**src/verilog/sgp_consts.svh**
```systemverilog
// register map, field positions, command codes and reset values for the shared pin block
`ifndef SGP_CONSTS_SVH
`define SGP_CONSTS_SVH

`define SGP_EXT_PREFIX 4'hF
`define SGP_WADDR_CFG 4'h1
`define SGP_WADDR_LEVEL 4'h2
`define SGP_RADDR_CFG 5'h1C
`define SGP_RADDR_LEVEL 5'h1D

`define SGP_CFG_IO4_ALEN 0
`define SGP_CFG_IO4_DIR 1
`define SGP_CFG_IO4_POL 2
`define SGP_CFG_IO3_ALEN 4
`define SGP_CFG_IO3_DIR 5
`define SGP_CFG_IO3_POL 6
`define SGP_CFG_IO3_FSEL 7

`define SGP_LVL_IO4 4
`define SGP_LVL_IO3 5

`define SGP_CFG_WMASK 8'hF7
`define SGP_LVL_WMASK 8'hF0
`define SGP_CFG_RESET 8'h00
`define SGP_LVL_RESET 8'h00

`endif

```
**src/verilog/sgp_pkg.sv**
```systemverilog
// types shared by the shared pin block modules
package sgp_pkg;

  // pin configuration register as stored
  typedef struct packed {
    logic io3_function_select;
    logic io3_polarity;
    logic io3_direction;
    logic io3_alert_enable;
    logic unused3;
    logic io4_polarity;
    logic io4_direction;
    logic io4_alert_enable;
  } sgp_cfg_t;

  // pin data register as stored
  typedef struct packed {
    logic io1_level;
    logic io2_level;
    logic io3_level;
    logic io4_level;
    logic [3:0] unused;
  } sgp_level_t;

  // one pin cell state
  typedef struct packed {
    logic oe;
    logic out;
    logic alert;
  } sgp_cell_state_t;

  // top-level state
  typedef struct packed {
    sgp_cfg_t cfg;
    sgp_level_t level;
    logic [11:0] rd_data;
    logic rd_valid;
    logic alert;
    logic aux_select;
  } sgp_state_t;

endpackage : sgp_pkg

```
**src/verilog/sgp_pin_cell.sv**
```systemverilog
// one general-purpose pin: drive, direction and alert detection
`timescale 1ns/1ps

module sgp_pin_cell
  import sgp_pkg::*;
(
  input wire logic i_clock,
  input wire logic i_rst,
  input wire logic i_enable,
  input wire logic i_direction,
  input wire logic i_polarity,
  input wire logic i_alert_enable,
  input wire logic i_level,
  input wire logic i_pin,
  output logic o_oe,
  output logic o_out,
  output logic o_alert
);

  sgp_cell_state_t state_reg;
  sgp_cell_state_t state_next;

  // direction 0 drives, 1 listens; alert only while listening and unmasked
  always_comb begin
    state_next = state_reg;
    state_next.oe = i_enable & ~i_direction;
    state_next.out = i_level;
    state_next.alert = i_enable & i_direction & i_alert_enable & (i_pin == i_polarity);
  end

  // state register, cleared so the pin does not drive while reset is held
  always_ff @(posedge i_clock) begin
    if (i_rst) begin
      state_reg <= '0;
    end else begin
      state_reg <= state_next;
    end
  end

  assign o_oe = state_reg.oe;
  assign o_out = state_reg.out;
  assign o_alert = state_reg.alert;
endmodule : sgp_pin_cell

```
**src/verilog/sgp_shared_io.sv**
```systemverilog
// configuration and data registers for shared pins 3 and 4
// Operation
// - config bit 0 set lets shared_io_4 raise alert; cleared masks it.
// - config bit 4 set lets shared_io_3 raise alert; cleared masks it.
// - config bit 1 is shared_io_4 direction: 0 output, 1 input.
// - config bit 5 is shared_io_3 direction: 0 output, 1 input.
// - config bit 2 is shared_io_4 active level: 0 low, 1 high.
// - config bit 6 is shared_io_3 active level: 0 low, 1 high.
// - config bit 7 picks analog input (0) or shared_io_3 (1).
// - config written at extended address F1, read at address 11100.
// - level register written at F2, read at 11101; bits 4-7 hold pins 4,3,2,1.
// - both registers reset to zero.
// - config bit 3 and level bits 0-3 ignore writes.
`timescale 1ns/1ps
`include "sgp_consts.svh"

module sgp_shared_io
  import sgp_pkg::*;
(
  input wire logic i_clock,
  input wire logic i_rst,
  input wire logic i_wr_valid,
  input wire logic [15:0] i_wr_word,
  input wire logic i_rd_valid,
  input wire logic [4:0] i_rd_addr,
  output logic [11:0] o_rd_data,
  output logic o_rd_valid,
  input wire logic i_io3_in,
  output logic o_io3_out,
  output logic o_io3_oe,
  input wire logic i_io4_in,
  output logic o_io4_out,
  output logic o_io4_oe,
  output logic o_aux_select,
  output logic o_alert
);

  sgp_state_t state_reg;
  sgp_state_t state_next;
  logic io3_alert;
  logic io4_alert;
  logic wr_ext;
  logic wr_cfg;
  logic wr_level;
  logic [7:0] level_view;

  // decode of the extended write word
  always_comb begin
    wr_ext = i_wr_valid && (i_wr_word[15:12] == `SGP_EXT_PREFIX);
    wr_cfg = wr_ext && (i_wr_word[11:8] == `SGP_WADDR_CFG);
    wr_level = wr_ext && (i_wr_word[11:8] == `SGP_WADDR_LEVEL);
  end

  // readback of the level register: input pins show the pin, outputs the stored bit
  always_comb begin
    level_view = state_reg.level;
    if (state_reg.cfg.io4_direction) begin
      level_view[`SGP_LVL_IO4] = i_io4_in;
    end
    if (state_reg.cfg.io3_function_select && state_reg.cfg.io3_direction) begin
      level_view[`SGP_LVL_IO3] = i_io3_in;
    end
  end

  // next-state logic for registers, read port and alert
  always_comb begin
    state_next = state_reg;
    state_next.rd_valid = 1'b0;
    if (wr_cfg) begin
      state_next.cfg = i_wr_word[7:0] & `SGP_CFG_WMASK;
    end
    if (wr_level) begin
      state_next.level = i_wr_word[7:0] & `SGP_LVL_WMASK;
    end
    if (i_rd_valid) begin
      state_next.rd_valid = 1'b1;
      case (i_rd_addr)
        `SGP_RADDR_CFG: state_next.rd_data = {4'h0, state_reg.cfg};
        `SGP_RADDR_LEVEL: state_next.rd_data = {4'h0, level_view};
        default: state_next.rd_data = 12'h000;
      endcase
    end
    // 0 routes the pin to the analog input, so the cell is held idle
    state_next.aux_select = ~state_reg.cfg.io3_function_select;
    state_next.alert = io3_alert | io4_alert;
  end

  // state register; synchronous clear gives all-zero registers
  always_ff @(posedge i_clock) begin
    if (i_rst) begin
      state_reg <= '0;
    end else begin
      state_reg <= state_next;
    end
  end

  // shared_io_3 only works when selected as a general pin
  sgp_pin_cell u_io3 (
    .i_clock(i_clock),
    .i_rst(i_rst),
    .i_enable(state_reg.cfg.io3_function_select),
    .i_direction(state_reg.cfg.io3_direction),
    .i_polarity(state_reg.cfg.io3_polarity),
    .i_alert_enable(state_reg.cfg.io3_alert_enable),
    .i_level(state_reg.level.io3_level),
    .i_pin(i_io3_in),
    .o_oe(o_io3_oe),
    .o_out(o_io3_out),
    .o_alert(io3_alert)
  );

  // shared_io_4 is a dedicated general pin
  sgp_pin_cell u_io4 (
    .i_clock(i_clock),
    .i_rst(i_rst),
    .i_enable(1'b1),
    .i_direction(state_reg.cfg.io4_direction),
    .i_polarity(state_reg.cfg.io4_polarity),
    .i_alert_enable(state_reg.cfg.io4_alert_enable),
    .i_level(state_reg.level.io4_level),
    .i_pin(i_io4_in),
    .o_oe(o_io4_oe),
    .o_out(o_io4_out),
    .o_alert(io4_alert)
  );

  // outputs straight from the state register
  assign o_rd_data = state_reg.rd_data;
  assign o_rd_valid = state_reg.rd_valid;
  assign o_aux_select = state_reg.aux_select;
  assign o_alert = state_reg.alert;
endmodule : sgp_shared_io

```
**config.mk**
```make
export PLATFORM = sky130hd
export DESIGN_NAME = sgp_shared_io
export DESIGN_NICKNAME = d
export VERILOG_FILES = /design/src/verilog/sgp_pkg.sv /design/src/verilog/sgp_pin_cell.sv /design/src/verilog/sgp_shared_io.sv
export VERILOG_INCLUDE_DIRS = /design/src /design/src/verilog
export SDC_FILE = /design/constraint.sdc
export NUM_CORES = 1
export LEC_CHECK = 0
export ABC_CLOCK_PERIOD_IN_PS = 3100
export BUFFER_PORTS_ARGS = -buffer_cell sky130_fd_sc_hd__buf_2
export CORE_ASPECT_RATIO = 0.7
export CORE_MARGIN = 5
export CORE_UTILIZATION = 35
export DETAILED_ROUTE_END_ITERATION = 10
export MAX_ROUTING_LAYER = met4
export PLACE_DENSITY_LB_ADDON = 0.2
export RECOVER_POWER = 50
export SLEW_MARGIN = 20
export SYNTH_ARGS = -nofsm -noshare
export SYNTH_HDL_FRONTEND = slang
export SYNTH_HIERARCHICAL = 1
export SYNTH_SLANG_ARGS = --single-unit
```
**constraint.sdc**
```tcl
create_clock -name i_clock -period 3.1 [get_ports i_clock]
set_input_delay 0.155 -clock i_clock [delete_from_list [all_inputs] [get_ports i_clock]]
set_output_delay 0.155 -clock i_clock [all_outputs]
set_load 0.005 [all_outputs]
```
[Word-level counts from Yosys, hierarchy flattened]
Cells that the tools add are included.
Storage, ports and cells
  register bits after elaboration: 28
  output and inout bits: 19
  word-level logic and storage cells: 46
Operators by class
  bitwise operators: 10
  muxes and demuxes: 4
  reductions and logical operators: 4
  eq/ne operators: 7
Operators by type and width (count)
  one-hot mux 8 bit (2 select lines): 1
  == test 5 bit (second input constant): 2
  bitwise AND 1 bit: 6
  == test 4 x 1 -> 1 bit (second input constant): 1
  == test 4 x 2 -> 1 bit (second input constant): 1
  == test 4 bit (second input constant): 1
  logical AND 1 bit: 4
  2-to-1 mux 1 bit: 3
  inverter 1 bit: 3
  == test 1 bit: 2
  OR 1 bit: 1

[Logic depth before layout (Yosys ltp)]
Gate-level depths: netlist (run 1).
  depth after elaboration: 3
  mapped depth: 4

[By module]
Netlist (run 1), hierarchy kept.
Modules (own cells, without submodules)
  sgp_shared_io: area each 1062.3 um^2, times used 1, cells an instance 109, sequential area each 420.4 um^2
  sgp_pin_cell: area each 108.9 um^2, times used 2, cells an instance 9, sequential area each 60.1 um^2

[Worst setup path after synthesis (run 1)]
No wires, ideal clock.
  path kind: input to register
  start point: in i_wr_word[10]
  end point: reg state_reg (netlist bit level_view[6])
  stages: 4
  data required time: 2.982 ns
  setup time: 0.118 ns
  path buffers: 1
  arrival time: 1.134 ns
  setup slack: 1.848 ns
  path through: nand4bb_4 > or4b_4 > buf_6 > mux2i_1
On the way
  cells in the longest elaborated chain, start to end: 2
RTL lines
  from (decl): line sgp_shared_io.sv:23  | input wire logic [15:0] i_wr_word,
  == test 4 x 2 -> 1 bit (no source line)
  logical AND 1 bit: line sgp_shared_io.sv:51  | wr_level = wr_ext && (i_wr_word[11:8] == `SGP_WADDR_LEVEL);
  to (signal assigned): line sgp_shared_io.sv:93  | state_reg <= state_next;
  to (decl): line sgp_shared_io.sv:38  | sgp_state_t state_reg;
No other way between the ends.
A chain may end at the register's enable or synchronous reset.

==> results of run 1 <==
[through the flow]
step,utilization,hold WS [ns],worst slack (ns)
4_1_cts,0.418,0.138,1.92
3_3_place_gp,0.404,0.421,1.73
5_1_grt,0.409,0.153,1.77
6_report,0.409,0.138,1.95
2_1_floorplan,-,0.310,1.85
3_5_place_dp,0.404,0.427,1.69
[synth_stat cells (all sizes together)]
cell type	number	area, sq um
dfxtp	27	541
nand2b	23	159
buf	14	106
mux2i	11	110
nor2	9	33.8
clkbuf	5	18.8
a311oi	4	35.0
nand3	4	20.0
nand3b	4	30.0
a21oi	3	15.0
nand4b	3	26.3
and2b	2	17.5
conb	2	7.51
nand2	2	7.51
nor3	2	20.0
xor2	2	17.5
a21boi	1	7.51
and3	1	6.26
and4b	1	10.0
inv	1	3.75
mux2	1	11.3
nand4bb	1	27.5
nor2b	1	6.26
nor4	1	21.3
o211ai	1	7.51
or4b	1	13.8
[cells by family after synthesis]
group | after synthesis | synth area share
xor+xnor | 2 | 0.0137
mux | 12 | 0.0948
flops | 27 | 0.422
other cells | 2 | 0.00587
simple gates | 55 | 0.312
compound gates | 9 | 0.0508
buf+inv | 20 | 0.101
[power by group]
part / leakage, uW / internal (uW) / switching, uW
clock: 0.0000217 / 91.1 / 107
combinational: 0.000365 / 26.8 / 25.9
sequential: 0.000219 / 351 / 1.59
[area by class of cell]
| type | count | area, sq um | area share |
|---|---|---|---|
| Clock buffer | 3 | 41.3 | 0.0285 |
| Clock inverter | 1 | 7.51 | 0.00519 |
| Inverter | 1 | 3.75 | 0.00260 |
| Multi-Input combinational cell | 84 | 601 | 0.415 |
| Sequential cell | 27 | 541 | 0.374 |
| Tap cell | 50 | 62.6 | 0.0433 |
| Timing Repair Buffer | 39 | 190 | 0.131 |
[cell usage in the layout, fill, tap and decap left out]
cell,n
nand4bb_4,1
nand3_1,4
or4b_4,1
and2b_2,2
nor2_1,9
nor4_4,1
nand3b_1,4
a311oi_1,4
nand2_1,2
nand2b_1,23
a21boi_0,1
clkbuf_1,4
clkbuf_8,3
dfxtp_1,27
and3_1,1
nand4b_1,3
mux2_2,1
nor2b_1,1
nor3_1,2
xor2_1,2
conb_1,6
a21oi_1,3
o211ai_1,1
buf_2,35
and4b_1,1
inv_1,1
clkinvlp_4,1
mux2i_1,11
[worst min-delay path by stage]
stage	startpoint	end	depth (start not counted)	slack, ns
global route	i_wr_word[0]	state_reg[23]$_SDFFE_PP0P_	3	0.15
global placement	i_wr_word[1]	state_reg[24]$_SDFFE_PP0P_	3	0.42
CTS	i_wr_word[0]	state_reg[23]$_SDFFE_PP0P_	3	0.14
detailed placement	i_wr_word[0]	state_reg[23]$_SDFFE_PP0P_	3	0.43
finish	i_wr_word[0]	state_reg[23]$_SDFFE_PP0P_	3	0.14
floorplan	i_wr_word[0]	state_reg[23]$_SDFFE_PP0P_	2	0.31
[worst max-delay path, delay by kind of cell]
family        cells  cell delay [ns]
mux               1             0.09
simple gates      1             0.25
buf+inv           1             0.79
[layer usage]
layer,share of wire,vias to the layer above,wire [microns]
met2,0.45,28,1130
met5,0,-,0
met4,0.010,0,26
met1,0.48,417,1200
met3,0.067,4,168
li1,-,468,-
==> run_results.csv, run 1 <==
group,metric,value,unit
worst_setup_path,r2r-end,"o_rd_data[4]$_SDFFE_PP0P_",
worst_setup_path,max_stage_delay,0.79,ns
global_routing,antenna_found_initial,0,
route,drt-total-wl,2.52,mm
timing,clock.fmax,0.867,GHz
clock_tree,clock_latency,0.27,ns
synth,ys_seq_area_frac,0.422,
route,ant_nets,0,
clock_tree,ctsHoldBuffers,0,
hold_path,hp-class,"input pin to flip-flop",
worst_setup_path,crit_chain,"clkbuf_1 -> nand2b_1 -> mux2i_1",
floorplan,io_pins,46,
timing,layout_min_cycle_time,1.15,ns
global_routing,globalRouteMet3Util,0.0356,
global_routing,grt_pass1_vias,872,
global_routing,grt_pass1_wl,3.94,mm
floorplan,die-area,0.00499,sq mm
floorplan,die_height,60.6,microns
clock_tree,cts_sinks,27,
synth,yosys_warnings,6,
timing,rsz0062_at_grt,"false",
worst_setup_path,critical_path_class,"input pin to flip-flop",
timing,final_max_slew_viol_count,0,
floorplan,rows,18,
run,maxCapViolCount,0,
global_routing,globalRouteMet1Util,0.136,
route,drtIter0Drc,33,
worst_setup_path,crit_arrival,1.29,ns
timing,period_share,0.372,
clock_tree,clk_pin_slew,0.09,ns
worst_setup_path,crit_path_start,"i_rst",
power,total_power,604,uW
clock_tree,post_cts_buffers,0,
power,power.density,417,mW/mm^2
clock_tree,cts_made_buffers,3,
global_routing,grt_overflow_total,0,
cells_and_area,fillers,376,
worst_setup_path,reg2reg_setup_slack,1.96,ns
cells_and_area,num-nets-final,183,
route,vias,917,
cells_and_area,largest_register_ffs,9,
clock_tree,cts.path.max_buffers,2,
worst_setup_path,cp.required,3.23,ns
route,drc,0,
route,wire_per_inst,12.3,microns
worst_setup_path,crit_fanout,32,
timing,skew,0.00488,ns
synth,avgSynthCellArea,10.1,sq um
synth,synth_cell_types,29,
cells_and_area,postLayoutCellArea,0.00145,sq mm
cells_and_area,area_growth,13.0,%
place,port_buffers,39,
clock_tree,cts_root_buffer,"clkbuf_8",
global_routing,busiest_layer,"met2",
clock_tree,cts_tree,"built",
global_routing,grt_usage,0.108,
synth,netlist_area,0.00128,sq mm
global_routing,gr-usage-met2,0.169,
floorplan,initial_utilization,0.362,
power,max-vdd-ir-drop,0.146,mV
place,gp_congestion,0.781,
timing,worst_pin_slew,1.10,ns
timing,maxSlewHeadroom,0.269,
place,dp_hpwl,1.96,mm
outcome,run_status,"finished, final reports clean",
clock_tree,htreeDepth,1,
worst_setup_path,reg2reg_depth,3,
timing,finalSetupTns,0,ns
timing,timing.final.hold_violations,0,
timing,finalSetupViolations,0,
worst_setup_path,endpoint,"state_reg[29]$_SDFFE_PP0P_",
route,viasPerCell,4.47,
synth,netlist_instances,127,
place,placedCellCount,201,
power,power.leakage,0.000606,uW
cells_and_area,layout.cells.non_filler,205,
floorplan,core_area,0.00354,sq mm
cells_and_area,drive_gt1_frac,0.290,
place,dpl_cell_area,0.00143,sq mm
cells_and_area,antenna_cells,0,
worst_setup_path,timing.rr.start,"state_reg[24]$_SDFFE_PP0P_",
synth,ys_ff_latch,27,
worst_setup_path,cpMaxStageDelayCell,"clkbuf_1",
worst_setup_path,worst_setup_path_end_kind,"flip-flop",
route,drtPass1Iterations,4,
worst_setup_path,start_kind,"input pin",
clock_tree,post_cts_resize_count,0,
global_routing,grt_max_degree,33,
floorplan,die_x,82.3,microns
(Power assumes the default switching activity.)
==> inputs of run 2 (changes only) <==
--- a/config.mk
+++ b/config.mk
@@ -6,7 +6,7 @@
 export SDC_FILE = /design/constraint.sdc
 export NUM_CORES = 1
 export LEC_CHECK = 0
-export ABC_CLOCK_PERIOD_IN_PS = 3100
+export ABC_CLOCK_PERIOD_IN_PS = 1100
 export BUFFER_PORTS_ARGS = -buffer_cell sky130_fd_sc_hd__buf_2
 export CORE_ASPECT_RATIO = 0.7
 export CORE_MARGIN = 5
==> constraint.sdc (replaced) <==
create_clock -name i_clock -period 1.1 [get_ports i_clock]
set_input_delay 0.055 -clock i_clock [delete_from_list [all_inputs] [get_ports i_clock]]
set_output_delay 0.055 -clock i_clock [all_outputs]
set_load 0.005 [all_outputs]
==> run 2 against run 1 <==
  * Non-clock buffer count grew 7
  * Die area is the same
  * Highest routed layer is now met3
  * Sequential power grew to 2.8 times the previous value
  * Wire length grew 4.1%
  * Final cell count grew 3.4%
  * Largest power group unchanged
  * Worst setup slack lost 1.8 ns
  * Critical path type is now flip-flop to flip-flop
  * Global-route usage grew 0.55 points
  * Via count grew 2.9%
  * Flip-flop and latch count is the same
  * Sequential share of layout area shrank 1.3 points
  * First-iteration DRC count shrank 18%
  * Register-to-register slack lost 1.8 ns
==> run_results.csv, run 2 (same netlist as run 1, synthesis figures left out) <==
group,metric,value,unit
timing,finalSetupViolations,0,
timing,skew,0.00334,ns
global_routing,grt_overflow_total,0,
clock_tree,post_cts_buffers,0,
global_routing,antenna_found_initial,0,
route,vias,944,
power,total_power,1730,uW
route,drc,0,
cells_and_area,largest_register_ffs,9,
power,p_int,1330,uW
clock_tree,cts_made_buffers,3,
cells_and_area,multi_input_area,621,sq um
clock_tree,cts.path.max_buffers,2,
clock_tree,ctsHoldBuffers,0,
timing,whs,0.0336,ns
clock_tree,cts_root_buffer,"clkbuf_8",
route,drt-total-wl,2.62,mm
cells_and_area,register_area,546,sq um
power,power.share.sequential,0.575,
timing,period_share,0.885,
power,p_sw,399,uW
power,clockPowerShare,0.333,
cells_and_area,layout_commonest_cell,"buf_2",
hold_path,hp-class,"input pin to flip-flop",
floorplan,die_height,60.6,microns
power,max-vdd-ir-drop,0.409,mV
worst_setup_path,worst_setup_path_end_kind,"flip-flop",
clock_tree,post_cts_resize_count,0,
floorplan,rows,18,
place,dp_hpwl,2.08,mm
timing,finalSetupTns,0,ns
global_routing,grt_pass1_wl,4.12,mm
floorplan,io_pins,46,
global_routing,grt_max_degree,33,
global_routing,grt_pass1_vias,906,
cells_and_area,layout.cells.non_filler,212,
power,switching_share,0.231,
route,ant_nets,0,
power,pwr-share-comb,0.092,
cells_and_area,num-nets-final,190,
route,wire_per_inst,12.4,microns
clock_tree,htreeDepth,1,
worst_setup_path,start_kind,"flip-flop",
route,drtPass1Iterations,4,
place,placedCellCount,208,
worst_setup_path,crit_arrival,1.16,ns
worst_setup_path,reg2reg_depth,3,
cells_and_area,drive_gt1_frac,0.327,
power,power.leakage,0.000636,uW
worst_setup_path,critical_path_class,"flip-flop to flip-flop",
timing,timing.final.hold_violations,0,
cells_and_area,antenna_cells,0,
power,power.density,1140,mW/mm^2
route,drtIter0Drc,27,
cells_and_area,fillers,373,
clock_tree,cts_tree,"built",
worst_setup_path,cp.required,1.29,ns
hold_path,holdPathStages,3,
timing,rsz0062_at_grt,"false",
cells_and_area,area_growth,18.3,%
cells_and_area,final_util,0.428,
global_routing,grt_usage,0.114,
route,viasPerCell,4.45,
floorplan,die-area,0.00499,sq mm
run,maxCapViolCount,0,
clock_tree,clock_latency,0.27,ns
outcome,run_status,"finished, final reports clean",
floorplan,initial_utilization,0.362,
timing,clock.fmax,1.03,GHz
floorplan,core_area,0.00354,sq mm
timing,layout_min_cycle_time,0.974,ns
clock_tree,clk_pin_slew,0.10,ns
cells_and_area,final_cell_mix,"buf_2, dfxtp_1, nand2b_1",
clock_tree,cts_sinks,27,
place,gp_congestion,0.774,
timing,final_max_slew_viol_count,0,
floorplan,die_x,82.3,microns
worst_setup_path,crit_fanout,3,
place,port_buffers,39,
-- run 2: power by group through the flow --
stage                     Combinational [uW]  Sequential, uW  Clock [uW]
after detailed placement                 162            1020           0
final                                    159             992         575
after global routing                     177             994         634
after CTS                                162             995         580
after floorplan                          104            1020           0
after global placement                   156            1020           0
-- run 2: layer usage --
metal  vias to the layer above  GRT usage  routed length [microns]
met4                         0     0.0142                        0
met1                       434      0.149                     1270
li1                        482          -                        -
met5                         -          -                        0
met2                        28      0.178                     1180
met3                         0     0.0356                      176
-- run 2: final timing paths --
kind / slack, ns / endpoint / start
worst max register to register: 0.13 / o_rd_data[5]$_SDFFE_PP0P_ / state_reg[20]$_SDFFE_PP0P_
worst min-delay path: 0.03 / state_reg[23]$_SDFFE_PP0P_ / i_wr_word[0]
worst max-delay path: 0.13 / o_rd_data[5]$_SDFFE_PP0P_ / state_reg[20]$_SDFFE_PP0P_
worst min register to register: 0.45 / o_alert$_SDFF_PP0_ / u_io4/o_alert$_SDFF_PP0_
-- run 2: stage by stage --
stage                     area, sq um  worst slack, ns
after floorplan                  1290          -0.0525
after global placement           1480          -0.0847
final                            1510            0.126
after detailed placement         1480           -0.129
after global routing             1510         0.000424
after CTS                        1530           0.0411
-- run 2: critical path, cell delays in order (launching register included) --
cell      delay, ns
dfxtp_1        0.36
a21boi_1       0.17
o211ai_1       0.09
a311oi_1       0.26
-- run 2: cell type report --
type / count / area share
multi-input cells: 84 / 0.410
repair buffers: 46 / 0.154
inverters: 1 / 0.00248
well taps: 50 / 0.0413
clock inverters: 1 / 0.00496
flip-flops and latches: 27 / 0.360
clock buffers: 3 / 0.0273
